==> config.mk <==
export PLATFORM = sky130hd
export DESIGN_NAME = modbus_rtu_readout_slave
export DESIGN_NICKNAME = d
export VERILOG_FILES = /design/src/rtl/modbus_rtu_pkg.sv /design/src/rtl/modbus_rtu_readout_slave.sv
export VERILOG_INCLUDE_DIRS = /design/src /design/src/rtl
export SDC_FILE = /design/constraint.sdc
export NUM_CORES = 1
export LEC_CHECK = 0
export ABC_AREA = 1
export BUFFER_PORTS_ARGS = -buffer_cell sky130_fd_sc_hd__buf_2
export CELL_PAD_IN_SITES_DETAIL_PLACEMENT = 2
export CELL_PAD_IN_SITES_GLOBAL_PLACEMENT = 2
export CORE_ASPECT_RATIO = 1.2
export CORE_UTILIZATION = 31
export CTS_CLUSTER_DIAMETER = 80
export DETAILED_ROUTE_END_ITERATION = 10
export PLACE_DENSITY_LB_ADDON = 0.2
export SETUP_SLACK_MARGIN = 0.05
export SYNTH_ARGS = -nofsm -noshare
export SYNTH_HDL_FRONTEND = slang
export SYNTH_SLANG_ARGS = --single-unit
==> constraint.sdc <==
create_clock -name i_clk_sys -period 13.1 [get_ports i_clk_sys]
set_input_delay 1.965 -clock i_clk_sys [delete_from_list [all_inputs] [get_ports i_clk_sys]]
set_output_delay 1.965 -clock i_clk_sys [all_outputs]
set_load 0.1 [all_outputs]
==> src/rtl/modbus_rtu_cfg.svh <==
// Constants for the RTU readout slave: link timing, function codes and register map
`ifndef MODBUS_RTU_CFG_SVH
`define MODBUS_RTU_CFG_SVH

`define MB_CLK_HZ 200000000
`define MB_BAUD 19200
`define MB_BIT_CYCLES ((`MB_CLK_HZ + `MB_BAUD / 2) / `MB_BAUD)
`define MB_CHAR_BITS 10
`define MB_GAP_CHARS 7
`define MB_ADDR_MODULUS 32'h00000064

`define MB_FC_READ_HOLDING 8'h03
`define MB_FC_EXC_FLAG 8'h80
`define MB_EXC_ILLEGAL_FUNC 8'h01
`define MB_EXC_ILLEGAL_ADDR 8'h02
`define MB_EXC_ILLEGAL_VALUE 8'h03
`define MB_BROADCAST 8'h00

`define MB_REG_PRESSURE 16'h0002
`define MB_REG_FLOW 16'h0006
`define MB_REG_CONSUMPTION 16'h0008
`define MB_MAX_QTY 8
`define MB_PROTO_MAX_QTY 16'h007D

`define MB_REQ_BYTES 8
`define MB_MIN_FRAME 4
`define MB_HDR_BYTES 8'h03
`define MB_CRC_INIT 16'hFFFF
`define MB_CRC_POLY 16'hA001

`endif

==> src/rtl/modbus_rtu_pkg.sv <==
// State types of the RTU readout slave
`default_nettype none
package modbus_rtu_pkg;
    typedef enum logic [1:0] {
        RX_IDLE = 2'b00,
        RX_START = 2'b01,
        RX_DATA = 2'b11,
        RX_STOP = 2'b10
    } rx_state_t;

    typedef enum logic [1:0] {
        TX_IDLE = 2'b00,
        TX_LOAD = 2'b01,
        TX_SEND = 2'b11
    } tx_state_t;
endpackage
`default_nettype wire

==> src/rtl/modbus_rtu_readout_slave.sv <==
// RTU serial slave answering holding-register reads of three 32-bit measurements
`timescale 1ns/1ps
`default_nettype none
`include "modbus_rtu_cfg.svh"

// Overview of operation
// - Link runs RTU framing at 19200 baud by default.
// - Characters are eight data bits, no parity, one stop bit.
// - Slave address is the serial number modulo one hundred.
// - Function 03 reads of up to MAX_QTY mapped registers are answered with the requested values.
// - Four-byte values go out as byte 1, byte 0, byte 3, byte 2.
// - Each sixteen-bit register word goes high byte first, low byte second; the CRC goes low byte first.
module modbus_rtu_readout_slave
    import modbus_rtu_pkg::*;
#(
    parameter int BIT_CYCLES = `MB_BIT_CYCLES,
    parameter int GAP_CHARS = `MB_GAP_CHARS,
    parameter int MAX_QTY = `MB_MAX_QTY
) (
    input wire logic i_clk_sys,
    input wire logic i_rst,
    input wire logic i_rx,
    input wire logic [31:0] i_serial_number,
    input wire logic [31:0] i_pressure_value,
    input wire logic [31:0] i_volumetric_flow_value,
    input wire logic [31:0] i_total_consumption_count,
    output logic o_tx,
    output logic o_tx_en,
    output logic [7:0] o_slave_address
);
    localparam int GAP_CYCLES = GAP_CHARS * `MB_CHAR_BITS * BIT_CYCLES;
    localparam logic [15:0] BIT_LAST = 16'(BIT_CYCLES - 1);
    localparam logic [15:0] BIT_HALF = 16'(BIT_CYCLES / 2);
    localparam logic [23:0] GAP_LAST = 24'(GAP_CYCLES - 1);
    localparam logic [23:0] GAP_FULL = 24'(GAP_CYCLES);

    if (BIT_CYCLES < 4 || BIT_CYCLES > 65535 || GAP_CHARS < 1 || GAP_CYCLES > 16777214
        || MAX_QTY < 1 || MAX_QTY > 125) begin : g_bad_params
        $error("modbus_rtu_readout_slave: unsupported parameter values");
    end

    function automatic logic [15:0] crc_step(input logic [15:0] crc, input logic [7:0] data);
        logic [15:0] c;
        c = crc ^ {8'h00, data};
        for (int b = 0; b < 8; b++) begin
            c = c[0] ? ((c >> 1) ^ `MB_CRC_POLY) : (c >> 1);
        end
        return c;
    endfunction

    function automatic logic reg_mapped(input logic [15:0] a);
        return a == `MB_REG_PRESSURE || a == `MB_REG_PRESSURE + 16'h0001
            || a == `MB_REG_FLOW || a == `MB_REG_FLOW + 16'h0001
            || a == `MB_REG_CONSUMPTION || a == `MB_REG_CONSUMPTION + 16'h0001;
    endfunction

    // Lower register of a channel holds bytes 1:0, the upper one bytes 3:2
    function automatic logic [15:0] reg_word(input logic [15:0] a, input logic [31:0] p,
                                             input logic [31:0] f, input logic [31:0] c);
        if (a == `MB_REG_PRESSURE) return p[15:0];
        else if (a == `MB_REG_PRESSURE + 16'h0001) return p[31:16];
        else if (a == `MB_REG_FLOW) return f[15:0];
        else if (a == `MB_REG_FLOW + 16'h0001) return f[31:16];
        else if (a == `MB_REG_CONSUMPTION) return c[15:0];
        else if (a == `MB_REG_CONSUMPTION + 16'h0001) return c[31:16];
        else return 16'h0000;
    endfunction

    // Receive group
    rx_state_t rx_state, next_rx_state;
    logic [15:0] rx_cnt, next_rx_cnt;
    logic [2:0] rx_bit, next_rx_bit;
    logic [7:0] rx_shift, next_rx_shift;
    logic [3:0] rx_count, next_rx_count;
    logic rx_bad, next_rx_bad;
    logic [15:0] rx_crc, next_rx_crc;
    logic [23:0] gap_cnt, next_gap_cnt;
    logic [7:0] rx_buf [0:`MB_REQ_BYTES-1];
    logic [7:0] next_rx_buf [0:`MB_REQ_BYTES-1];
    logic [7:0] slave_addr, next_slave_addr;
    logic addr_loaded, next_addr_loaded;
    logic frame_end;

    // Transmit group
    tx_state_t tx_state, next_tx_state;
    logic [15:0] tx_cnt, next_tx_cnt;
    logic [3:0] tx_bit, next_tx_bit;
    logic [9:0] tx_shift, next_tx_shift;
    logic [7:0] tx_idx, next_tx_idx;
    logic [7:0] tx_len, next_tx_len;
    logic [15:0] tx_crc, next_tx_crc;
    logic resp_exc, next_resp_exc;
    logic [7:0] resp_code, next_resp_code;
    logic [15:0] resp_start, next_resp_start;
    logic [7:0] resp_qty, next_resp_qty;
    logic [31:0] snap_p, next_snap_p;
    logic [31:0] snap_f, next_snap_f;
    logic [31:0] snap_c, next_snap_c;
    logic next_tx_line, next_tx_en;
    logic rx_ok;

    always_comb begin
        next_rx_state = rx_state;
        next_rx_cnt = rx_cnt;
        next_rx_bit = rx_bit;
        next_rx_shift = rx_shift;
        next_rx_count = rx_count;
        next_rx_bad = rx_bad;
        next_rx_crc = rx_crc;
        next_gap_cnt = gap_cnt;
        next_rx_buf = rx_buf;
        frame_end = 1'b0;
        // Strap-like capture one cycle after reset release, then held
        next_slave_addr = addr_loaded ? slave_addr
                                      : 8'(i_serial_number % `MB_ADDR_MODULUS);
        next_addr_loaded = 1'b1;
        if (tx_state != TX_IDLE) begin
            // Our own reply echoes on the shared pair; it is never a request
            next_rx_state = RX_IDLE;
            next_gap_cnt = 24'h000000;
            next_rx_count = 4'h0;
            next_rx_bad = 1'b0;
            next_rx_crc = `MB_CRC_INIT;
        end else begin
            unique case (rx_state)
                RX_IDLE: begin
                    if (!i_rx) begin
                        next_rx_state = RX_START;
                        next_rx_cnt = 16'h0000;
                    end
                end
                RX_START: begin
                    if (rx_cnt == BIT_HALF) begin
                        next_rx_cnt = 16'h0000;
                        next_rx_bit = 3'h0;
                        next_rx_state = i_rx ? RX_IDLE : RX_DATA;
                    end else begin
                        next_rx_cnt = rx_cnt + 16'h0001;
                    end
                end
                RX_DATA: begin
                    if (rx_cnt == BIT_LAST) begin
                        next_rx_cnt = 16'h0000;
                        next_rx_shift = {i_rx, rx_shift[7:1]};
                        next_rx_bit = rx_bit + 3'h1;
                        if (rx_bit == 3'h7) begin
                            next_rx_state = RX_STOP;
                        end
                    end else begin
                        next_rx_cnt = rx_cnt + 16'h0001;
                    end
                end
                RX_STOP: begin
                    if (rx_cnt == BIT_LAST) begin
                        next_rx_state = RX_IDLE;
                        if (!i_rx) begin
                            next_rx_bad = 1'b1;
                        end else begin
                            if (rx_count < 4'(`MB_REQ_BYTES)) begin
                                next_rx_buf[rx_count[2:0]] = rx_shift;
                            end
                            if (rx_count != 4'hF) begin
                                next_rx_count = rx_count + 4'h1;
                            end
                            next_rx_crc = crc_step(rx_crc, rx_shift);
                        end
                    end else begin
                        next_rx_cnt = rx_cnt + 16'h0001;
                    end
                end
            endcase
            if (rx_state != RX_IDLE || !i_rx) begin
                next_gap_cnt = 24'h000000;
            end else if (gap_cnt < GAP_FULL) begin
                next_gap_cnt = gap_cnt + 24'h000001;
            end
            if (rx_state == RX_IDLE && i_rx && gap_cnt == GAP_LAST && rx_count != 4'h0) begin
                frame_end = 1'b1;
                next_rx_count = 4'h0;
                next_rx_bad = 1'b0;
                next_rx_crc = `MB_CRC_INIT;
            end
        end
    end

    always_ff @(posedge i_clk_sys) begin
        if (i_rst) begin
            rx_state <= RX_IDLE;
            rx_cnt <= 16'h0000;
            rx_bit <= 3'h0;
            rx_shift <= 8'h00;
            rx_count <= 4'h0;
            rx_bad <= 1'b0;
            rx_crc <= `MB_CRC_INIT;
            gap_cnt <= 24'h000000;
            for (int i = 0; i < `MB_REQ_BYTES; i++) begin
                rx_buf[i] <= 8'h00;
            end
            slave_addr <= 8'h00;
            addr_loaded <= 1'b0;
        end else begin
            rx_state <= next_rx_state;
            rx_cnt <= next_rx_cnt;
            rx_bit <= next_rx_bit;
            rx_shift <= next_rx_shift;
            rx_count <= next_rx_count;
            rx_bad <= next_rx_bad;
            rx_crc <= next_rx_crc;
            gap_cnt <= next_gap_cnt;
            rx_buf <= next_rx_buf;
            slave_addr <= next_slave_addr;
            addr_loaded <= next_addr_loaded;
        end
    end

    assign o_slave_address = slave_addr;

    always_comb begin
        logic [15:0] req_start;
        logic [15:0] req_qty;
        logic range_bad;
        logic [7:0] k_off;
        logic [15:0] word;
        logic [7:0] cur_byte;
        req_start = {rx_buf[2], rx_buf[3]};
        req_qty = {rx_buf[4], rx_buf[5]};
        range_bad = 1'b0;
        cur_byte = 8'h00;
        for (int k = 0; k < MAX_QTY; k++) begin
            if (16'(k) < req_qty && !reg_mapped(req_start + 16'(k))) begin
                range_bad = 1'b1;
            end
        end
        k_off = tx_idx - `MB_HDR_BYTES;
        word = reg_word(resp_start + {9'h000, k_off[7:1]}, snap_p, snap_f, snap_c);
        if (tx_idx == 8'h00) begin
            cur_byte = slave_addr;
        end else if (tx_idx == 8'h01) begin
            cur_byte = resp_exc ? (`MB_FC_READ_HOLDING | `MB_FC_EXC_FLAG)
                                : `MB_FC_READ_HOLDING;
        end else if (tx_idx == 8'h02) begin
            cur_byte = resp_exc ? resp_code : {resp_qty[6:0], 1'b0};
        end else if (tx_idx < tx_len) begin
            cur_byte = k_off[0] ? word[7:0] : word[15:8];
        end else if (tx_idx == tx_len) begin
            cur_byte = tx_crc[7:0];
        end else begin
            cur_byte = tx_crc[15:8];
        end
        rx_ok = frame_end && !rx_bad && rx_count >= 4'(`MB_MIN_FRAME) && rx_crc == 16'h0000
            && rx_buf[0] == slave_addr && rx_buf[0] != `MB_BROADCAST;
        next_tx_state = tx_state;
        next_tx_cnt = tx_cnt;
        next_tx_bit = tx_bit;
        next_tx_shift = tx_shift;
        next_tx_idx = tx_idx;
        next_tx_len = tx_len;
        next_tx_crc = tx_crc;
        next_resp_exc = resp_exc;
        next_resp_code = resp_code;
        next_resp_start = resp_start;
        next_resp_qty = resp_qty;
        next_snap_p = snap_p;
        next_snap_f = snap_f;
        next_snap_c = snap_c;
        unique case (tx_state)
            TX_IDLE: begin
                if (rx_ok && (rx_buf[1] != `MB_FC_READ_HOLDING
                              || rx_count == 4'(`MB_REQ_BYTES))) begin
                    // Reply starts in the cycle after the gap closes, no added delay
                    next_tx_state = TX_LOAD;
                    next_tx_idx = 8'h00;
                    next_tx_crc = `MB_CRC_INIT;
                    next_tx_len = `MB_HDR_BYTES;
                    next_resp_exc = 1'b1;
                    // One snapshot keeps both halves of a value coherent
                    next_snap_p = i_pressure_value;
                    next_snap_f = i_volumetric_flow_value;
                    next_snap_c = i_total_consumption_count;
                    if (rx_buf[1] != `MB_FC_READ_HOLDING) begin
                        next_resp_code = `MB_EXC_ILLEGAL_FUNC;
                    end else if (req_qty == 16'h0000 || req_qty > `MB_PROTO_MAX_QTY) begin
                        next_resp_code = `MB_EXC_ILLEGAL_VALUE;
                    end else if (req_qty > 16'(MAX_QTY) || range_bad) begin
                        next_resp_code = `MB_EXC_ILLEGAL_ADDR;
                    end else begin
                        next_resp_exc = 1'b0;
                        next_resp_start = req_start;
                        next_resp_qty = req_qty[7:0];
                        next_tx_len = {req_qty[6:0], 1'b0} + `MB_HDR_BYTES;
                    end
                end
            end
            TX_LOAD: begin
                next_tx_shift = {1'b1, cur_byte, 1'b0};
                if (tx_idx < tx_len) begin
                    next_tx_crc = crc_step(tx_crc, cur_byte);
                end
                next_tx_idx = tx_idx + 8'h01;
                next_tx_bit = 4'h0;
                next_tx_cnt = 16'h0000;
                next_tx_state = TX_SEND;
            end
            TX_SEND: begin
                if (tx_cnt == BIT_LAST) begin
                    next_tx_cnt = 16'h0000;
                    next_tx_shift = {1'b1, tx_shift[9:1]};
                    next_tx_bit = tx_bit + 4'h1;
                    if (tx_bit == 4'h9) begin
                        next_tx_state = (tx_idx == tx_len + 8'h02) ? TX_IDLE : TX_LOAD;
                    end
                end else begin
                    next_tx_cnt = tx_cnt + 16'h0001;
                end
            end
            default: begin
                next_tx_state = TX_IDLE;
            end
        endcase
        next_tx_line = (next_tx_state == TX_SEND) ? next_tx_shift[0] : 1'b1;
        next_tx_en = next_tx_state != TX_IDLE;
    end

    always_ff @(posedge i_clk_sys) begin
        if (i_rst) begin
            tx_state <= TX_IDLE;
            tx_cnt <= 16'h0000;
            tx_bit <= 4'h0;
            tx_shift <= 10'h3FF;
            tx_idx <= 8'h00;
            tx_len <= 8'h00;
            tx_crc <= `MB_CRC_INIT;
            resp_exc <= 1'b0;
            resp_code <= 8'h00;
            resp_start <= 16'h0000;
            resp_qty <= 8'h00;
            snap_p <= 32'h00000000;
            snap_f <= 32'h00000000;
            snap_c <= 32'h00000000;
            o_tx <= 1'b1;
            o_tx_en <= 1'b0;
        end else begin
            tx_state <= next_tx_state;
            tx_cnt <= next_tx_cnt;
            tx_bit <= next_tx_bit;
            tx_shift <= next_tx_shift;
            tx_idx <= next_tx_idx;
            tx_len <= next_tx_len;
            tx_crc <= next_tx_crc;
            resp_exc <= next_resp_exc;
            resp_code <= next_resp_code;
            resp_start <= next_resp_start;
            resp_qty <= next_resp_qty;
            snap_p <= next_snap_p;
            snap_f <= next_snap_f;
            snap_c <= next_snap_c;
            o_tx <= next_tx_line;
            o_tx_en <= next_tx_en;
        end
    end

    a_line_idle_high: assert property (@(posedge i_clk_sys) disable iff (i_rst)
        !o_tx_en |-> o_tx) else $error("line not idle high while undriven");
    a_start_bit_low: assert property (@(posedge i_clk_sys) disable iff (i_rst)
        $rose(o_tx_en) |=> !o_tx) else $error("no start bit after driver enable");
    a_stop_bit_high: assert property (@(posedge i_clk_sys) disable iff (i_rst)
        (tx_state == TX_SEND && tx_bit == 4'h9) |-> o_tx) else $error("stop bit low");
    a_bit_hold_time: assert property (@(posedge i_clk_sys) disable iff (i_rst)
        (tx_state == TX_SEND && tx_cnt != BIT_LAST) |=> $stable(o_tx))
        else $error("line changed inside a bit");
    a_reply_prompt: assert property (@(posedge i_clk_sys) disable iff (i_rst)
        (tx_state == TX_IDLE && next_tx_state == TX_LOAD) |=> o_tx_en ##1 !o_tx)
        else $error("reply did not start at once");
    a_reply_addr: assert property (@(posedge i_clk_sys) disable iff (i_rst)
        (tx_state == TX_LOAD && tx_idx == 8'h00) |=> tx_shift[8:1] == slave_addr)
        else $error("reply address wrong");
    a_reply_func: assert property (@(posedge i_clk_sys) disable iff (i_rst)
        (tx_state == TX_LOAD && tx_idx == 8'h01) |=> (tx_shift[8:1] == `MB_FC_READ_HOLDING
        || tx_shift[8:1] == (`MB_FC_READ_HOLDING | `MB_FC_EXC_FLAG)))
        else $error("reply function code wrong");
    a_word_swap_first: assert property (@(posedge i_clk_sys) disable iff (i_rst)
        (tx_state == TX_LOAD && !resp_exc && resp_start == `MB_REG_PRESSURE && tx_idx == 8'h03)
        |=> tx_shift[8:1] == snap_p[15:8]) else $error("first value byte is not byte 1");
    a_word_high_low: assert property (@(posedge i_clk_sys) disable iff (i_rst)
        (tx_state == TX_LOAD && !resp_exc && resp_start == `MB_REG_PRESSURE && tx_idx == 8'h05)
        |=> tx_shift[8:1] == snap_p[31:24]) else $error("upper word high byte misplaced");
    a_unmapped_exc: assert property (@(posedge i_clk_sys) disable iff (i_rst)
        (tx_state == TX_IDLE && rx_ok && rx_buf[1] == `MB_FC_READ_HOLDING
        && rx_count == 4'(`MB_REQ_BYTES) && {rx_buf[2], rx_buf[3]} == 16'h0004
        && {rx_buf[4], rx_buf[5]} == 16'h0001)
        |=> resp_exc && resp_code == `MB_EXC_ILLEGAL_ADDR) else $error("unmapped read accepted");
endmodule
`default_nettype wire

==> results of run 1 <==
-- worst max path at each step --
stage | start | to | cells past startpoint
floorplan | i_serial_number[30] | o_slave_address[3]$_SDFFE_PP0N_ | 123
global placement | i_serial_number[30] | o_slave_address[3]$_SDFFE_PP0N_ | 113
detailed placement | i_serial_number[29] | o_slave_address[3]$_SDFFE_PP0N_ | 121
CTS | i_serial_number[31] | o_slave_address[4]$_SDFFE_PP0N_ | 126
global route | i_serial_number[27] | o_slave_address[4]$_SDFFE_PP0N_ | 127
finish | i_serial_number[27] | o_slave_address[4]$_SDFFE_PP0N_ | 125
-- final cells by class --
type                       instances  area (um2)  share of cell area
antenna                            3       7.507           0.0002706
clock buffer                      54        1080             0.03892
clock inverter                    13       122.6            0.004420
inverter                         525        1994             0.07190
multi-input combinational       2346       14530              0.5238
sequential                       319        6386              0.2302
tap                              909        1137             0.04100
timing repair buffer             367        2482             0.08949
-- cell families after synthesis --
group / after synthesis
multiplexers: 1
AO/OA/AOI/OAI: 670
adder cells (fa/ha/maj): 42
AND/OR/NAND/NOR: 1523
flip-flops: 319
buffers and inverters: 626
XOR/XNOR: 110
-- cell usage after synthesis (10+ instances only) --
| library cell | n | share of area |
|---|---|---|
| nand3_1 | 216 | 0.050 |
| dfxtp_1 | 319 | 0.30 |
| o21ai_1 | 19 | 0.0044 |
| nor2_2 | 15 | 0.0044 |
| xnor2_1 | 21 | 0.0086 |
| nand4_1 | 67 | 0.020 |
| nand3_2 | 15 | 0.0070 |
| nor2_4 | 12 | 0.0063 |
| nor4_1 | 36 | 0.010 |
| nand2_2 | 72 | 0.021 |
| nor2_1 | 346 | 0.061 |
| clkbuf_1 | 96 | 0.017 |
| nand3b_1 | 11 | 0.0038 |
| inv_1 | 480 | 0.084 |
| a21oi_1 | 190 | 0.044 |
| a31oi_1 | 11 | 0.0032 |
| o22ai_1 | 23 | 0.0067 |
| a211oi_1 | 77 | 0.027 |
| inv_2 | 31 | 0.0054 |
| o211ai_1 | 42 | 0.015 |
| o221ai_1 | 15 | 0.0061 |
| xor2_1 | 88 | 0.036 |
| o21ai_0 | 206 | 0.048 |
| nand2_1 | 616 | 0.11 |
| o21a_1 | 19 | 0.0066 |
| o2111ai_1 | 10 | 0.0041 |
| ha_1 | 41 | 0.024 |
| nor3_1 | 62 | 0.014 |
| clkinv_1 | 14 | 0.0024 |
| nand2_4 | 23 | 0.012 |
-- per-layer routing --
layer,vias to the layer above,GRT usage
li1,11510,-
met1,12090,0.2694
met2,393,0.4779
met3,223,0.02964
met4,4,0.08413
met5,-,0
-- through the flow --
stage               setup slack (ns)  cells  cell area [um2]  utilization
floorplan                     0.3832   3291            21460            -
global placement             -0.7377   4390            24070       0.3517
detailed placement            -1.981   4390            24070       0.3517
CTS                          -0.6550   4501            26720       0.3904
global route                  -3.207   4535            27740       0.4052
finish                        -2.491   4536            27740       0.4053
-- critical path: cells and delay by family --
kind,cells,cell delay (ns)
XOR/XNOR,1,0.25
AO/OA/AOI/OAI,10,1.49
buffers and inverters,19,1.87
AND/OR/NAND/NOR,95,10.38
-- registers in the layout, indices dropped and copies added, names as in the netlist, 24 cells and up --
register  count
snap_c       32
rx_buf       48
snap_f       32
snap_p       32
gap_cnt      24
-- what timing repair did --
| item | in CTS | in global routing |
|---|---|---|
| pin swaps | 120 | 133 |
| buffers inserted | 44 | 32 |
| gates resized for setup | 279 | 180 |
| setup endpoints to repair | 5 | 5 |
==> impl_results.md, run 1 <==
- Num CTS Buffers: 37
- CTS clk-pin slew, worst paths: 0.06 ns
- Fraction of layout cells with a size suffix above 1: 0.2420
- Initial core utilization: 0.3135
- Critical Path Start Type: input pin
- CP endpoint kind: flip-flop
- Synth Area in XOR/XNOR: 0.04578
- Synth Register Bits: 319
- Post-synth net total: 3,464
- Die Width: 242.2 um
- H-Tree Depth: 2
- Synth Flop Type: dfxtp_1
- HP Class: reg2reg
- Largest family of logic cells by synthesized area: simple AND/OR/NAND/NOR gates
- Status: finished with violations
- Pins over their slew limit: 0
- Worst reg2reg path depth: 39
- WHS Endpoint: gap_cnt[20]$_SDFFE_PP0N_
- Drt drc: 0
- Top Layer Used: met5
- CP peak stage delay: 0.31 ns
- Final WL: 97,550 um
- Slowest-stage cell, CP: nor2_1
- Flop2flop setup slack: 4.88 ns
- Setup_tns: -11.85 ns
- Total track usage: 0.2453
- DR WL met3: 2631 um
- Core area: 68,450 um2
- Met2 routed WL: 52,180 um
- Antenna-violating nets left: 0
- Number of global-route vias before repair: 26.67k
- Final Setup Violations: 5
- Reg-to-reg endpoint: tx_crc[0]$_SDFFE_PP1P_
- Synthesized area per cell: 6.520 um2
- Final Hold Fails: 0
- Number of synthesized flops with an enable pin: 0
- Most frequent CP cell: nand2_4
- Die Area: 70,280 um2
- DR pass1 iterations: 6
- Actual slew at the worst max-slew pin: 1.107 ns
- Routed length per instance: 21.51 um
- Via count: 24.21k
- Post-synth ARST share: 0
- Failing checks: setup timing
- Commonest non-fill, non-tap cell in the layout: nand2_1
- Simple-Gate Fraction of Synth Area: 0.3331
- Root buf cell: clkbuf_16
- Synth unique cells: 58
- RSZ-0062 raised after global routing: true
- Max-Cap Viols: 0
- Cell count after synthesis: 3,291
- Final #Nets: 3,769
- Final worst slack: -2.491 ns
- WP data arrival: 16.00 ns
- Layout Skew: 0.02751 ns
- Peak Freq: 64.14 MHz
- Slew margin rel.: 0.2551
- WS Path Type: in2reg
- Post-synthesis compound-gate area fraction: 0.1886
- Placer Congestion: 0.9548
- Row count: 105
- Final period util: 1.190
- CTS tree: done
- Worst r2r src: tx_idx[0]$_SDFFE_PP0P_
- Maximum root-to-sink buffer count: 3
- Area Overhead vs Synth: 29.28%
- Ys Warns: 0
- GR Overflow Total: 0
- Sequential share of the synthesized area: 0.2976
- Hold depth: 2
- PortBufs: 140
- Highest-count cells in the layout ignoring fill and taps: nand2_1, inv_1, nor2_1
- Initial antenna violation count: 6
- Crit path time final: 15.59 ns
- Netlist Area Pre-Place: 21,460 um2
- Mux contribution to synthesized area: 0.0005248
- First-pass GRT wire length: 141,600 um
- WL met1: 38,910 um
- Hold Crit Start: gap_cnt[20]$_SDFFE_PP0N_
- Required time of the worst setup path: 13.51 ns
- Die Y-Extent: 290.2 um
- Maximum number of pins on one net before global-route repair: 91
- Final HPWL DP: 64,630 um
- Num ports: 141
- Vias per cell: 5.338
- Hold-fix buffer count after cts: 0
- Clock sink total: 319
- Clock Latency Late Sink: 0.58 ns
- Initial drt markers: 974
- CP max FO: 6
- Hold slack: 0.4332 ns
- Filler cells: 8,063
- Adder-Cell Fraction of Synth Area: 0.02484
Power of run 1 is not shown: default switching activity piles up to over one toggle a cycle in this logic, so the estimate is an artifact.
==> inputs of run 2 (changes only) <==
--- a/config.mk
+++ b/config.mk
@@ -6,15 +6,15 @@
 export SDC_FILE = /design/constraint.sdc
 export NUM_CORES = 1
 export LEC_CHECK = 0
-export ABC_AREA = 1
 export BUFFER_PORTS_ARGS = -buffer_cell sky130_fd_sc_hd__buf_2
 export CELL_PAD_IN_SITES_DETAIL_PLACEMENT = 2
 export CELL_PAD_IN_SITES_GLOBAL_PLACEMENT = 2
 export CORE_ASPECT_RATIO = 1.2
-export CORE_UTILIZATION = 31
+export CORE_UTILIZATION = 33
 export CTS_CLUSTER_DIAMETER = 80
 export DETAILED_ROUTE_END_ITERATION = 10
 export PLACE_DENSITY_LB_ADDON = 0.2
+export REMOVE_ABC_BUFFERS = 1
 export SETUP_SLACK_MARGIN = 0.05
 export SYNTH_ARGS = -nofsm -noshare
 export SYNTH_HDL_FRONTEND = slang
==> run 2 against run 1 <==
Against the previous run: the run still ends with setup timing left; fmax fell by 13%; sequential cell count did not move; first-iteration DRC count rose by 21%; clock-buffer cell count rose by 1; cell count rose by 2.0%; design area rose by 15%; setup slack got worse by 2.3 ns; die area rose by 3.3%; synthesized cell count fell by 3.6%; global-route usage rose by 3.7 points; via count rose by 13%; utilization rose by 4.6 points.
==> impl_results.md, run 2 <==
- Status: finished with violations
- Failing checks: setup timing
- Area Overhead vs Synth: 35.44%
- Crit path time final: 17.91 ns (+2.322 ns)
- Final #Nets: 3,838 (+1.8%)
- Initial antenna violation count: 11 (+5)
- Mux contribution to synthesized area: 0.04706 (+0.04654)
- CP endpoint kind: flip-flop
- WS Path Type: in2reg
- Sequential share of the synthesized area: 0.2705 (-0.02712)
- Synth unique cells: 135 (+130%)
- Max FFs per register: 48 (unchanged)
- Fraction of layout cells with a size suffix above 1: 0.2982 (+0.05624)
- WP data arrival: 18.39 ns (+2.39 ns)
- Initial core utilization: 0.3333 (+0.01986)
- Final Setup Violations: 5 (unchanged)
- Maximum number of pins on one net before global-route repair: 84 (-7.7%)
- Die Width: 246.2 um (+1.6%)
- Row count: 107 (+1.9%)
- Synth Area in XOR/XNOR: 0.06302 (+0.01724)
- Most instantiated cells after synthesis: nand2_1, dfxtp_1, a21oi_1, nor2_1, clkbuf_1
- Most frequent CP cell: buf_4
- Number of global-route vias before repair: 30.04k (+13%)
- Pins over their slew limit: 0 (unchanged)
- Synth Flop Type: dfxtp_1
- Simple-Gate Fraction of Synth Area: 0.2612 (-0.07196)
- HP Class: reg2reg
- Actual slew at the worst max-slew pin: 1.391 ns (+0.2834 ns)
- Post-synth ARST share: 0 (unchanged)
- CTS tree: done
- Reg-to-reg endpoint: tx_crc[0]$_SDFFE_PP1P_
- Commonest non-fill, non-tap cell in the layout: nand2_1
- Flop2flop setup slack: 4.68 ns (-0.20 ns)
- Hold slack: 0.4493 ns (+0.01611 ns)
- Final worst slack: -4.814 ns (-2.322 ns)
- Most frequent cell after synthesis: nand2_1
- CP peak stage delay: 0.56 ns (+0.25 ns)
- Final WL: 112,000 um (+15%)
- First-pass GRT wire length: 166,400 um (+18%)
- Required time of the worst setup path: 13.58 ns (+0.07 ns)
- Adder-Cell Fraction of Synth Area: 0.02602 (+0.001182)
- Layout Skew: 0.02032 ns (-0.007182 ns)
- Netlist Area Pre-Place: 23,610 um2 (+10%)
- Placer Congestion: 0.8769 (-8.2%)
- Vias per cell: 5.917 (+11%)
- Die Y-Extent: 295.0 um (+1.7%)
- Largest family of logic cells by synthesized area: compound AO/OA/AOI/OAI gates
- Initial drt markers: 1,176 (+21%)
- Dominant cell type by area after synthesis: dfxtp_1
- Ys Warns: 0 (unchanged)
- Highest-count cells in the layout ignoring fill and taps: nand2_1, buf_4, dfxtp_1
- Max-Cap Viols: 0 (unchanged)
- Synth top area cells: dfxtp_1, nand2_1, a21oi_1
- Synthesized area per cell: 7.438 um2 (+14%)
- Root buf cell: clkbuf_16
- Via count: 27.37k (+13%)
- H-Tree Depth: 2 (unchanged)
- Hold Crit Start: snap_f[8]$_SDFFE_PP0P_
- Synth top area share: 0.2705 (-0.02712)
- CP max FO: 10 (+4)
- Final period util: 1.367 (+0.1773)
- GR Overflow Total: 0 (unchanged)
- Worst r2r src: tx_idx[0]$_SDFFE_PP0P_
- RSZ-0062 raised after global routing: true
- Die Area: 72,620 um2 (+3.3%)
- Number of synthesized flops with an enable pin: 0 (unchanged)
- Num ports: 141 (unchanged)
- Drt drc: 0 (unchanged)
- Peak Freq: 55.82 MHz (-13%)
- Final Hold Fails: 0 (unchanged)
- Worst reg2reg path depth: 32 (-18%)
- Slowest-stage cell, CP: or4_4
- Largest register by flop count: rx_buf
- WHS Endpoint: snap_f[8]$_SDFFE_PP0P_
- Clock Latency Late Sink: 0.56 ns (-0.02 ns)
- Maximum root-to-sink buffer count: 3 (unchanged)
- Num CTS Buffers: 38 (+2.7%)
- DR pass1 iterations: 5 (-1)
- Cell count after synthesis: 3,174 (-3.6%)
- Critical Path Start Type: input pin
- Post-synthesis compound-gate area fraction: 0.2818 (+0.09322)
- CTS clk-pin slew, worst paths: 0.06 ns (about the same)
- Synth Register Bits: 319 (unchanged)
- Core area: 70,820 um2 (+3.5%)
- Total track usage: 0.2821 (+0.03677)
- Antenna-violating nets left: 0 (unchanged)
- PortBufs: 140 (unchanged)
- Clock sink total: 319 (unchanged)
- Filler cells: 7,868 (-2.4%)
- Slew margin rel.: 0.06949 (-0.1856)
- Final HPWL DP: 71,100 um (+10%)
- Hold depth: 2 (unchanged)
- Routed length per instance: 24.21 um (+13%)
[run 2: cell families (layout without fill, tap and decap cells)]
logic type,Yosys count,in the layout
mux,99,99
other cells,0,4
flops,319,319
simple gates,1311,1312
fa+ha+maj,50,50
xor+xnor,164,164
compound gates,944,945
buf+inv,287,806
[run 2: metrics by stage]
step | cell area [um2] | TNS, ns | instances | utilization | worst slack [ns]
finish | 31970 | -23.80 | 4625 | 0.4515 | -4.814
global route | 31970 | -26.92 | 4625 | 0.4515 | -5.416
CTS | 30920 | -17.53 | 4579 | 0.4366 | -3.545
detailed placement | 27690 | -28.62 | 4439 | 0.3910 | -5.796
global placement | 27690 | -23.78 | 4439 | 0.3910 | -4.824
floorplan | 22730 | -22.08 | 2971 | - | -4.562
[run 2: final cells by class]
| type | instances | area [um2] | share of cell area |
|---|---|---|---|
| multi-input combinational | 2570 | 18060 | 0.5650 |
| clock buffer | 55 | 1106 | 0.03459 |
| clock inverter | 15 | 136.4 | 0.004265 |
| timing repair buffer | 652 | 4796 | 0.1500 |
| inverter | 84 | 315.3 | 0.009861 |
| antenna | 4 | 10.01 | 0.0003131 |
| tap | 926 | 1159 | 0.03624 |
| sequential | 319 | 6386 | 0.1997 |
[run 2: worst max path at each step]
stage	slack, ns	endpoint	start	depth (start not counted)
global placement	-4.82	o_slave_address[3]$_SDFFE_PP0N_	i_serial_number[29]	68
detailed placement	-5.80	o_slave_address[3]$_SDFFE_PP0N_	i_serial_number[29]	66
floorplan	-4.56	o_slave_address[3]$_SDFFE_PP0N_	i_serial_number[27]	59
finish	-4.81	o_slave_address[3]$_SDFFE_PP0N_	i_serial_number[27]	75
CTS	-3.55	o_slave_address[3]$_SDFFE_PP0N_	i_serial_number[28]	73
global route	-5.42	o_slave_address[6]$_SDFFE_PP0N_	i_serial_number[27]	83
[run 2: what timing repair did]
item | in CTS | in global routing
hold buffers | 0 | 0
cloned | 2 | 0
setup buffers | 68 | 42
pin swaps | 109 | 90
resized for setup | 280 | 129
setup endpoints to repair | 5 | 5
[run 2: routing by layer]
layer | part of all wire | wire length [um] | vias to the layer above | GRT usage
met5 | 0.00070 | 78 | - | 0
met4 | 0.045 | 5077 | 14 | 0.1212
met3 | 0.030 | 3386 | 332 | 0.03268
met2 | 0.53 | 59720 | 625 | 0.5364
met1 | 0.39 | 43700 | 13820 | 0.3112
li1 | - | - | 12580 | -
[run 2: worst max-delay path, delay by kind of cell]
kind                      cells  cell delay [ns]
AOI/OAI and AO/OA            39             9.36
xor gates and xnor gates      1             0.19
buffers and inverters        16             2.61
muxes                         3             0.70
and+or+nand+nor              16             3.47
Power of run 2 is left out for the same reason.
